## src/common/mctr_regs.svh

```systemverilog
// Constants for the microcycle timing and result path block
// Functional notes
// - Equality when nine low pointer bits match nine low switch bits.
// - Maintenance stop halts microcycles as soon as equality asserts.
// - Equality is driven out as a scope sync output.
// - Run and idle flip-flops decide whether pulse generation starts.
// - Clock-halt bit stops further microcycles until restart or continue.
// - Two microword bits select one of three microcycle lengths.
// - Each microcycle not cut short by a maintenance stop yields first, second and third timing pulses.
// - Recycle pulse at cycle end starts next microcycle while running.
// - Load pulses reach each register only with its microword enable.
// - Upper and lower byte write strobes gated by separate bits.
// - Two-bit select picks read bus, result, shifted result, bus data.
// - Sixteen-bit mux output feeds all downstream consumers.
// - Sixteen-bit result register captures ALU output on its load pulse.
// - Result register feeds mux and drives bus data when sending.
// - Operand register loads from the mux output.
`ifndef MCTR_REGS_SVH
`define MCTR_REGS_SVH
`define MCTR_DW        16
`define MCTR_PW        9
`define MCTR_CW        4
// Phase positions, counted from microcycle start, per length
`define MCTR_P1_AT     4'h0
`define MCTR_P2_AT     4'h1
`define MCTR_P3_SHORT  4'h2
`define MCTR_P3_MID    4'h4
`define MCTR_P3_LONG   4'h6
`define MCTR_END_SHORT 4'h3
`define MCTR_END_MID   4'h5
`define MCTR_END_LONG  4'h7
`define MCTR_CNT_ZERO  4'h0
`define MCTR_CNT_ONE   4'h1
`define MCTR_DATA_ZERO 16'h0000
`endif

```

## src/common/mctr_pkg.sv

```systemverilog
// Types for the microcycle timing and result path block
package mctr_pkg;
  typedef enum logic [1:0] {
    MCTR_SEL_RDBUS   = 2'b00,
    MCTR_SEL_RESULT  = 2'b01,
    MCTR_SEL_SHIFTED = 2'b10,
    MCTR_SEL_BUSDATA = 2'b11
  } mctr_sel_e;
  typedef enum logic [1:0] {
    MCTR_LEN_SHORT = 2'b00,
    MCTR_LEN_MID   = 2'b01,
    MCTR_LEN_LONG  = 2'b10,
    MCTR_LEN_LONG2 = 2'b11
  } mctr_len_e;
  typedef struct packed {
    logic      clock_halt_bit;
    mctr_len_e cycle_length_sel;
    logic      instr_reg_load_en;
    logic      bus_addr_load_en;
    logic      operand_reg_load_en;
    logic      result_reg_load_en;
    logic      upper_byte_write_en;
    logic      lower_byte_write_en;
    mctr_sel_e result_select_mux;
  } mctr_uword_s;
  typedef struct packed {
    logic first;
    logic second;
    logic third;
  } mctr_phase_s;
endpackage

```

## src/core/mctr_core.sv

```systemverilog
// Microcycle timing, load gating and result path
`timescale 1ns/10ps
`default_nettype none
`include "mctr_regs.svh"
module mctr_core (
  input  wire logic                    clk,
  input  wire logic                    sys_rst,
  input  wire mctr_pkg::mctr_uword_s   uword,
  input  wire logic [8:0]              buffered_microprogram_pointer,
  input  wire logic [8:0]              switch_register,
  input  wire logic                    maint_stop_sel,
  input  wire logic                    restart_req,
  input  wire logic                    continue_req,
  input  wire logic                    shift_left,
  input  wire logic                    shift_fill,
  input  wire logic [15:0]             reg_read_bus,
  input  wire logic [15:0]             alu_out,
  input  wire logic [15:0]             bus_data_in,
  input  wire logic                    bus_send,
  output logic                         pointer_match,
  output logic                         running,
  output mctr_pkg::mctr_phase_s        phase,
  output logic                         recycle_pulse,
  output logic                         instr_reg_load,
  output logic                         bus_addr_load,
  output logic                         upper_byte_write,
  output logic                         lower_byte_write,
  output logic [15:0]                  result_mux_out,
  output logic [15:0]                  operand_reg,
  output logic [15:0]                  result_reg,
  output logic [15:0]                  bus_data_out,
  output logic                         bus_data_oe
);
  import mctr_pkg::*;

  ////////////////////////////////////////////////////////////////////////
  // Run / idle control and phase counter
  logic                   run_r, run_nxt;
  logic                   idle_r, idle_nxt;
  logic [`MCTR_CW-1:0]    cnt_r, cnt_nxt;
  logic                   match_now;
  logic [`MCTR_CW-1:0]    p3_at, end_at;
  logic                   p1_now, p2_now, p3_now, end_now;

  assign match_now = (buffered_microprogram_pointer ==
                      switch_register);

  always_comb begin
    unique case (uword.cycle_length_sel)
      MCTR_LEN_SHORT: begin
        p3_at  = `MCTR_P3_SHORT;
        end_at = `MCTR_END_SHORT;
      end
      MCTR_LEN_MID: begin
        p3_at  = `MCTR_P3_MID;
        end_at = `MCTR_END_MID;
      end
      MCTR_LEN_LONG, MCTR_LEN_LONG2: begin
        p3_at  = `MCTR_P3_LONG;
        end_at = `MCTR_END_LONG;
      end
    endcase
  end

  assign p1_now  = run_r && (cnt_r == `MCTR_P1_AT);
  assign p2_now  = run_r && (cnt_r == `MCTR_P2_AT);
  assign p3_now  = run_r && (cnt_r == p3_at);
  assign end_now = run_r && (cnt_r == end_at);

  // Halt bit stops at cycle end; a maintenance stop on equality ends the cycle at once
  always_comb begin
    run_nxt  = run_r;
    idle_nxt = idle_r;
    cnt_nxt  = cnt_r;
    if (run_r) begin
      if (end_now) begin
        cnt_nxt = `MCTR_CNT_ZERO;
        if (uword.clock_halt_bit) begin
          run_nxt  = 1'b0;
          idle_nxt = 1'b1;
        end
      end else begin
        cnt_nxt = cnt_r + `MCTR_CNT_ONE;
      end
      if (maint_stop_sel && match_now) begin
        run_nxt  = 1'b0;
        idle_nxt = 1'b1;
        cnt_nxt  = `MCTR_CNT_ZERO;
      end
    end else if (restart_req || continue_req) begin
      run_nxt  = 1'b1;
      idle_nxt = 1'b0;
      cnt_nxt  = `MCTR_CNT_ZERO;
    end
  end

  always_ff @(posedge clk) begin
    if (sys_rst) begin
      run_r  <= 1'b0;
      idle_r <= 1'b1;
      cnt_r  <= `MCTR_CNT_ZERO;
    end else begin
      run_r  <= run_nxt;
      idle_r <= idle_nxt;
      cnt_r  <= cnt_nxt;
    end
  end

  ////////////////////////////////////////////////////////////////////////
  // Result path
  logic [15:0] shifted;
  logic [15:0] mux_now;
  logic [15:0] result_nxt, operand_nxt;

  assign shifted = shift_left ? {result_reg[14:0], shift_fill}
                              : {shift_fill, result_reg[15:1]};

  always_comb begin
    unique case (uword.result_select_mux)
      MCTR_SEL_RDBUS:   mux_now = reg_read_bus;
      MCTR_SEL_RESULT:  mux_now = result_reg;
      MCTR_SEL_SHIFTED: mux_now = shifted;
      MCTR_SEL_BUSDATA: mux_now = bus_data_in;
    endcase
  end

  // Loads happen on the third pulse so operands settle first
  always_comb begin
    result_nxt  = result_reg;
    operand_nxt = operand_reg;
    if (p3_now && uword.result_reg_load_en)
      result_nxt = alu_out;
    if (p3_now && uword.operand_reg_load_en)
      operand_nxt = mux_now;
  end

  ////////////////////////////////////////////////////////////////////////
  // Registered outputs
  always_ff @(posedge clk) begin
    if (sys_rst) begin
      pointer_match    <= 1'b0;
      running          <= 1'b0;
      phase            <= '0;
      recycle_pulse    <= 1'b0;
      instr_reg_load   <= 1'b0;
      bus_addr_load    <= 1'b0;
      upper_byte_write <= 1'b0;
      lower_byte_write <= 1'b0;
      result_mux_out   <= `MCTR_DATA_ZERO;
      operand_reg      <= `MCTR_DATA_ZERO;
      result_reg       <= `MCTR_DATA_ZERO;
      bus_data_out     <= `MCTR_DATA_ZERO;
      bus_data_oe      <= 1'b0;
    end else begin
      pointer_match    <= match_now;
      running          <= run_r;
      phase.first      <= p1_now;
      phase.second     <= p2_now;
      phase.third      <= p3_now;
      recycle_pulse    <= end_now && !uword.clock_halt_bit &&
                          !(maint_stop_sel && match_now);
      instr_reg_load   <= p3_now && uword.instr_reg_load_en;
      bus_addr_load    <= p3_now && uword.bus_addr_load_en;
      upper_byte_write <= p3_now && uword.upper_byte_write_en;
      lower_byte_write <= p3_now && uword.lower_byte_write_en;
      result_mux_out   <= mux_now;
      operand_reg      <= operand_nxt;
      result_reg       <= result_nxt;
      bus_data_out     <= result_nxt;
      bus_data_oe      <= bus_send;
    end
  end

  ////////////////////////////////////////////////////////////////////////
  // Checks
  // Registered outputs lag one edge, so many checks compare with $past
  chk_match_out: assert property (
    @(posedge clk) disable iff (sys_rst)
    (buffered_microprogram_pointer == switch_register) |=> pointer_match)
    else $error("pointer match not reported");
  chk_no_match: assert property (
    @(posedge clk) disable iff (sys_rst)
    (buffered_microprogram_pointer != switch_register) |=> !pointer_match)
    else $error("false pointer match");
  chk_maint_stop: assert property (
    @(posedge clk) disable iff (sys_rst)
    (run_r && maint_stop_sel && match_now) |=> !run_r)
    else $error("maintenance stop did not halt");
  chk_maint_count: assert property (
    @(posedge clk) disable iff (sys_rst)
    (run_r && maint_stop_sel && match_now) |=> (cnt_r == `MCTR_CNT_ZERO))
    else $error("maintenance stop left counter running");
  // First edge after reset is skipped so no reset-time sample is compared
  chk_sync_out: assert property (
    @(posedge clk) disable iff (sys_rst)
    !$past(sys_rst) |-> (pointer_match == $past(match_now)))
    else $error("sync output mismatch");
  chk_keep_run: assert property (
    @(posedge clk) disable iff (sys_rst)
    (run_r && !maint_stop_sel && !end_now) |=> run_r)
    else $error("run dropped without stop cause");
  chk_idle_start: assert property (
    @(posedge clk) disable iff (sys_rst)
    (!run_r && !restart_req && !continue_req) |=> !run_r)
    else $error("started without request");
  chk_start_req: assert property (
    @(posedge clk) disable iff (sys_rst)
    (!run_r && restart_req) |=> (run_r && cnt_r == `MCTR_CNT_ZERO))
    else $error("restart did not start cycle");
  chk_running_copy: assert property (
    @(posedge clk) disable iff (sys_rst)
    !$past(sys_rst) |-> (running == $past(run_r)))
    else $error("running output mismatch");
  chk_idle_quiet: assert property (
    @(posedge clk) disable iff (sys_rst)
    !run_r |=> !phase.first)
    else $error("pulse while idle");
  chk_halt_bit: assert property (
    @(posedge clk) disable iff (sys_rst)
    (end_now && uword.clock_halt_bit) |=> (idle_r && !run_r))
    else $error("halt bit ignored");
  chk_cont_req: assert property (
    @(posedge clk) disable iff (sys_rst)
    (!run_r && continue_req) |=> run_r)
    else $error("continue did not resume");
  chk_short_len: assert property (
    @(posedge clk) disable iff (sys_rst)
    (p1_now && uword.cycle_length_sel == MCTR_LEN_SHORT) |->
      ##3 (cnt_r == `MCTR_END_SHORT || !run_r))
    else $error("short cycle length wrong");
  chk_mid_len: assert property (
    @(posedge clk) disable iff (sys_rst)
    (p1_now && uword.cycle_length_sel == MCTR_LEN_MID) |->
      ##5 (cnt_r == `MCTR_END_MID || !run_r))
    else $error("mid cycle length wrong");
  chk_long_len: assert property (
    @(posedge clk) disable iff (sys_rst)
    (p1_now && uword.cycle_length_sel[1]) |->
      ##7 (cnt_r == `MCTR_END_LONG || !run_r))
    else $error("long cycle length wrong");
  chk_phase_order: assert property (
    @(posedge clk) disable iff (sys_rst)
    (p1_now && !(maint_stop_sel && match_now)) |=> p2_now)
    else $error("second pulse missing");
  chk_third_gap: assert property (
    @(posedge clk) disable iff (sys_rst)
    (p2_now && uword.cycle_length_sel == MCTR_LEN_SHORT) |=>
      (p3_now || !run_r))
    else $error("third pulse missing");
  chk_first_out: assert property (
    @(posedge clk) disable iff (sys_rst)
    p1_now |=> phase.first)
    else $error("first pulse not output");
  chk_recycle: assert property (
    @(posedge clk) disable iff (sys_rst)
    recycle_pulse |-> (run_r && cnt_r == `MCTR_P1_AT))
    else $error("recycle did not restart cycle");
  chk_recycle_end: assert property (
    @(posedge clk) disable iff (sys_rst)
    (end_now && !uword.clock_halt_bit && !(maint_stop_sel && match_now))
      |=> recycle_pulse)
    else $error("recycle missing at cycle end");
  chk_recycle_halt: assert property (
    @(posedge clk) disable iff (sys_rst)
    (end_now && uword.clock_halt_bit) |=> !recycle_pulse)
    else $error("recycle despite halt");
  chk_ir_gate: assert property (
    @(posedge clk) disable iff (sys_rst)
    instr_reg_load |-> $past(p3_now && uword.instr_reg_load_en))
    else $error("ungated instruction load");
  chk_ba_gate: assert property (
    @(posedge clk) disable iff (sys_rst)
    bus_addr_load |-> $past(p3_now && uword.bus_addr_load_en))
    else $error("ungated address load");
  chk_byte_wr: assert property (
    @(posedge clk) disable iff (sys_rst)
    upper_byte_write |-> $past(uword.upper_byte_write_en))
    else $error("ungated upper write");
  chk_lower_wr: assert property (
    @(posedge clk) disable iff (sys_rst)
    lower_byte_write |-> $past(p3_now && uword.lower_byte_write_en))
    else $error("ungated lower write");
  chk_upper_on: assert property (
    @(posedge clk) disable iff (sys_rst)
    (p3_now && uword.upper_byte_write_en) |=> upper_byte_write)
    else $error("upper write missing");
  chk_mux_rdbus: assert property (
    @(posedge clk) disable iff (sys_rst)
    (uword.result_select_mux == MCTR_SEL_RDBUS) |=>
      (result_mux_out == $past(reg_read_bus)))
    else $error("read bus not selected");
  chk_mux_out: assert property (
    @(posedge clk) disable iff (sys_rst)
    !$past(sys_rst) |-> (result_mux_out == $past(mux_now)))
    else $error("mux output not registered");
  chk_result_load: assert property (
    @(posedge clk) disable iff (sys_rst)
    (p3_now && uword.result_reg_load_en) |=> (result_reg == $past(alu_out)))
    else $error("result register not loaded");
  chk_result_hold: assert property (
    @(posedge clk) disable iff (sys_rst)
    !(p3_now && uword.result_reg_load_en) |=> $stable(result_reg))
    else $error("result register changed without load");
  chk_mux_result: assert property (
    @(posedge clk) disable iff (sys_rst)
    (uword.result_select_mux == MCTR_SEL_RESULT) |=>
      (result_mux_out == $past(result_reg)))
    else $error("result feedback not selected");
  chk_bus_out: assert property (
    @(posedge clk) disable iff (sys_rst)
    bus_data_out == result_reg)
    else $error("bus data differs from result");
  chk_bus_oe: assert property (
    @(posedge clk) disable iff (sys_rst)
    !$past(sys_rst) |-> (bus_data_oe == $past(bus_send)))
    else $error("bus enable mismatch");
  chk_operand_load: assert property (
    @(posedge clk) disable iff (sys_rst)
    (p3_now && uword.operand_reg_load_en) |=> (operand_reg == $past(mux_now)))
    else $error("operand register not loaded");
  chk_mux_busdata: assert property (
    @(posedge clk) disable iff (sys_rst)
    (uword.result_select_mux == MCTR_SEL_BUSDATA) |=>
      (result_mux_out == $past(bus_data_in)))
    else $error("bus data not selected");
  chk_shift_left: assert property (
    @(posedge clk) disable iff (sys_rst)
    (uword.result_select_mux == MCTR_SEL_SHIFTED && shift_left) |=>
      (result_mux_out == $past({result_reg[14:0], shift_fill})))
    else $error("left shift wrong");
  chk_shift_right: assert property (
    @(posedge clk) disable iff (sys_rst)
    (uword.result_select_mux == MCTR_SEL_SHIFTED && !shift_left) |=>
      (result_mux_out == $past({shift_fill, result_reg[15:1]})))
    else $error("right shift wrong");
endmodule
`default_nettype wire

```

## config.mk

```make
export PLATFORM = sky130hd
export DESIGN_NAME = mctr_core
export DESIGN_NICKNAME = d
export VERILOG_FILES = /design/src/common/mctr_pkg.sv /design/src/core/mctr_core.sv
export VERILOG_INCLUDE_DIRS = /design/src /design/src/common
export SDC_FILE = /design/constraint.sdc
export NUM_CORES = 1
export LEC_CHECK = 0
export ABC_AREA = 0
export ABC_CLOCK_PERIOD_IN_PS = 3230
export BUFFER_PORTS_ARGS = -buffer_cell sky130_fd_sc_hd__buf_2
export CAP_MARGIN = 20
export CORE_UTILIZATION = 48
export DETAILED_ROUTE_END_ITERATION = 12
export GPL_TIMING_DRIVEN = 1
export PLACE_DENSITY = 0.85
export SYNTH_ARGS = -nofsm -noshare
export SYNTH_HDL_FRONTEND = slang
export SYNTH_SLANG_ARGS = --single-unit
export TNS_END_PERCENT = 100
```

## constraint.sdc

```tcl
create_clock -name clk -period 3.23 [get_ports clk]
set_input_delay 0.1615 -clock clk [delete_from_list [all_inputs] [get_ports clk]]
set_output_delay 0.1615 -clock clk [all_outputs]
set_load 0.02 [all_outputs]
```

== Word level (Yosys, flattened, before mapping) ==
Index checks and enable logic that the tools add are counted.
W data, S select, Z words.

* Multipliers: 0
* Equal/unequal tests: 10
* Muxes and demuxes: 13
* Divide/modulo/power cells: 0
* Bitwise gates (word level): 0
* Reduce and logical (&&, ||, !) cells: 21
* Add/subtract/negate cells: 1
* Order comparisons: 0
* Shift-type cells: 0

{| class="wikitable"
|+ Operator list
! kind !! number
|-
| $pmux W16 S4 || 1
|-
| $pmux W4 S3 || 2
|-
| $mux W16 || 1
|-
| $mux W4 || 4
|-
| $logic_and A1 B1 Y1 || 13
|-
| $eq A9 B9 Y1 || 1
|-
| $eq A2 B2 Y1 const B || 4
|-
| $eq A4 B4 Y1 || 2
|-
| $mux W1 || 5
|-
| $add A4 B1 Y4 const B || 1
|-
| $eq A2 B1 Y1 const B || 2
|-
| $eq A4 B1 Y1 const B || 1
|-
| $logic_not A2 Y1 || 2
|-
| $logic_not A4 Y1 || 1
|-
| $logic_not A1 Y1 || 2
|-
| $reduce_bool A2 Y1 || 1
|-
| $reduce_or A2 Y1 || 1
|-
| $logic_or A1 B1 Y1 || 1
|}

* Bits in latches: 0
* RAM bits: 0
* Bits in read-only memories: 0
* Word-level logic and storage cells: 61
* Output and inout port bits: 75
* Register bits: 64
* Memories kept: 0

== Logic depth before layout (Yosys ltp) ==
* Depth in word-level cells: 8
* Depth in mapped cells: 7
* Mapped depth without buffers: 5

== Least setup slack after synthesis ==
Ideal clock, no wire load.

* Path type: flip-flop to flip-flop
* From: register cnt_r[2]
* To: register operand_reg[11]
* Required time: 3.099 ns
* Arrival time: 1.757 ns
* Path buffers: 1
* Path slack: 1.342 ns
* Cell stages (with the launch flop): 7
* Path through: dfxtp_1 -> or4b_4 -> a311oi_4 -> nand2_1 -> clkbuf_1 -> nor2_1 -> nor3_2

* Longest elaborated chain between the ends: 3

{| class="wikitable"
|+ RTL lines
! item !! line !! RTL
|-
| start, declared || mctr_core.sv:40 || <nowiki>logic [`MCTR_CW-1:0] cnt_r, cnt_nxt;</nowiki>
|-
| start signal, assigned || mctr_core.sv:101 || <nowiki>cnt_r <= `MCTR_CNT_ZERO;</nowiki>
|-
| start signal, assigned || mctr_core.sv:105 || <nowiki>cnt_r <= cnt_nxt;</nowiki>
|-
| $eq A4 B4 Y1 || mctr_core.sv:67 || <nowiki>assign p3_now = run_r && (cnt_r == p3_at);</nowiki>
|-
| $logic_and A1 B1 Y1 || mctr_core.sv:67 ||
|-
| $logic_and A1 B1 Y1 || mctr_core.sv:133 || <nowiki>if (p3_now && uword.operand_reg_load_en)</nowiki>
|-
| end signal, assigned || mctr_core.sv:150 || <nowiki>operand_reg <= `MCTR_DATA_ZERO;</nowiki>
|-
| end signal, assigned || mctr_core.sv:167 || <nowiki>operand_reg <= operand_nxt;</nowiki>
|-
| end, declared || mctr_core.sv:29 || <nowiki>output logic [15:0] operand_reg,</nowiki>
|}

No other way between the ends.
A chain may end at the register's enable or synchronous reset.

== Worst setup path after layout ==
* From: register cnt_r[2]
* To: register operand_reg[5]

Same word-level chain as after synthesis.

==> results.md <==
- Status: complete, no violations
- Synthesized area: 3020 µm²
- Post-synth ARST share: 0%
- Post-synthesis compound-gate area fraction: 3.11%
- Final Non-Filler Cells: 507
- Worst-Margin Slew: 0.749 ns
- Die span in y: 81.3 µm
- CP max FO: 16
- Final setup violation count: 0
- Register bit count reported by yosys: 64
- Min-delay src: uword[2]
- Core footprint: 5990 µm²
- Hpwl dp: 5.96 mm
- Die area: 6610 µm²
- WL per Instance: 15.3 µm
- Data arrival, critical path: 2.57 ns
- Worst setup SP type: flop
- Main synth FF type: dfxtp_1
- I/O Pins: 160
- EDFF count, synth: 0
- Num CTS Buffers: 9
- Worst-path clk slew: 0.07 ns
- Max_cap viols: 0
- Sequential cell area fraction in the yosys report: 42.5%
- Simple-Gate Fraction of Synth Area: 19.7%
- Vias per cell: 5.13
- Drt first-iter violations: 82
- Worst Reg-to-Reg Cells: 5
- CP required: 3.47 ns
- Die width: 81.3 µm
- Vias after detailed routing: 2,603
- Clk buf depth: 2
- DRC viols: 0
- Number of global-route vias before repair: 2,458
- DR pass1 iterations: 4
- Total setup buffers inserted after CTS: 0
- Synth cell types: 40
- Hold Path Class: input pin to flop
- Clock latency on the worst-skew pair: 0.33 ns
- Max Clock Skew: 0.00651 ns
- Clk sink count: 64
- Slew margin rel.: 49.7%
- R2R Setup Slk: 0.90 ns
- Antenna Nets Post-Route: 0
- Pin count of the biggest net entering global routing: 40
- GRT Overall Usage: 24.0%
- Hold Violations, Final: 0
- Tot Pwr: 1.78 mW
- Initial antenna violation count: 0
- Top post-synthesis cells by area: dfxtp_1, mux4_2, nor2_1
- First-pass GRT wire length: 11.7 mm
- Final WS setup: 0.901 ns
- WHS Path Cells: 2
- Multiplexer area fraction after synthesis: 23.2%
- Input/output buffers: 159
- Adder-Cell Fraction of Synth Area: 1.24%
- Tmin final: 2.33 ns
- Most common cell in the synthesized netlist: dfxtp_1
- H-tree levels: 3
- Syn-to-layout area delta: 30.8%
- Setup crit end kind: flop
- Clock Root Buffer: clkbuf_8
- Placement Cell Area: 3710 µm²
- Fmax: 429 MHz
- Setup TNS: 0 ns
- Layout cells sized above 1: 50.0%
- Reg-to-reg startpoint: cnt_r[2]
- Yosys warning count: 0
- Post-Place Setup Slack: 1.02 ns
- Post-synth net total: 375
- Layout net count: 515
- Top cells by count, synth: dfxtp_1, nor2_1, nor2b_1
- Setup CP Type: flop to flop
- Max rail drop VDD: 390 µV
- Final GP Congestion: 0.835
- Pwr Density: 451 nW/µm²
- Starting Density: 50.4%
- Gr ovfl total: 0
- CTS tree: yes
- Gate Count Post-Synth: 287
- Row count: 28
- Synth top area share: 42.5%
- Design area: 3950 µm²
- Leading area contributor after synthesis: dfxtp_1
- Post-Synth XOR/XNOR Area: 2.90%
- Ant diodes: 0
- Main combinational cell family by area after synthesis: multiplexers
- RR Endpoint: operand_reg[5]
- Lkg Pwr: 2.03 nW
- Final Routed Wirelength: 7.77 mm
- Slew Viols, Final: 0
- Syn avg cell area: 10.5 µm²
- Worst Hold End: lower_byte_write
- Crit share post-route: 72.1%
- Unrepaired setup endpoints after global routing: false
- Placed cells: 490
[critical path, stage by stage, from the launching register on]
cell	delay, ns
dfxtp_1	0.37
or4b_4	0.59
a311oi_4	0.37
and2_1	0.55
nor2_1	0.11
nor3_1	0.24
[power breakdown]
group	internal, mW	total [mW]	leakage, nW	switching, mW
clock	0.458	0.776	0.109	0.318
combinational	0.0971	0.191	1.41	0.0937
sequential	0.806	0.814	0.519	0.00833
total	1.36	1.78	2.03	0.420
[per-layer routing]
| metal | up-vias | part of all wire [%] | GRT usage, % |
|---|---|---|---|
| li1 | 1257 | - | - |
| met3 | 27 | 5.7 | 4.94 |
| met1 | 1200 | 39 | 27.7 |
| met2 | 119 | 52 | 40.8 |
| met4 | 0 | 3.8 | 14.1 |
| met5 | - | 0 | 0 |
[repair_timing]
action / CTS / global route
hold endpoints to repair: 1 / 0
hold buffers: 1 / 0
gates resized for setup: 0 / 0
[worst max-delay path by stage]
stage               startpoint         endpoint  slack [ns]  cells past startpoint
finish                cnt_r[2]   operand_reg[5]        0.90                      5
global route          cnt_r[1]   operand_reg[5]        0.82                      5
CTS                   cnt_r[2]   operand_reg[5]        0.90                      5
detailed placement    cnt_r[2]   operand_reg[5]        1.02                      5
global placement      cnt_r[2]  operand_reg[11]        1.13                      5
floorplan             cnt_r[2]  operand_reg[11]        1.34                      6
[layout make-up]
type	instances	area (µm²)
inverter	4	15.0
timing repair buffer	161	813
tap	75	93.8
clock inverter	6	92.6
sequential	64	1280
clock buffer	10	138
fill	503	2040
multi-input combinational	187	1510
[per-stage QoR]
stage	hold WS [ns]	utilization, %
finish	0.0231	65.9
global placement	0.344	61.9
floorplan	0.238	-
global route	0.0239	65.9
CTS	0.0169	65.9
detailed placement	0.347	61.9
[cells by family (layout without fill, tap and decap cells)]
kind of cell | after synthesis | after routing
AOI/OAI and AO/OA | 10 | 10
xor gates and xnor gates | 10 | 10
adders and majority gates | 3 | 3
buffers and inverters | 36 | 181
DFF | 64 | 64
muxes | 48 | 48
and+or+nand+nor | 116 | 116
[placed cells by master (no fill, tap or decap), types with 8 or more instances in the layout]
cell      synthesis  layout
nor2b_1          19      19
mux2i_1          16      16
clkbuf_8          0      10
xor2_1            8       8
nor3_1           15      15
mux4_2           16      16
mux2_2           16      16
nor2_1           50      50
dfxtp_1          64      64
buf_2             1     159
(Power assumes the default switching activity.)
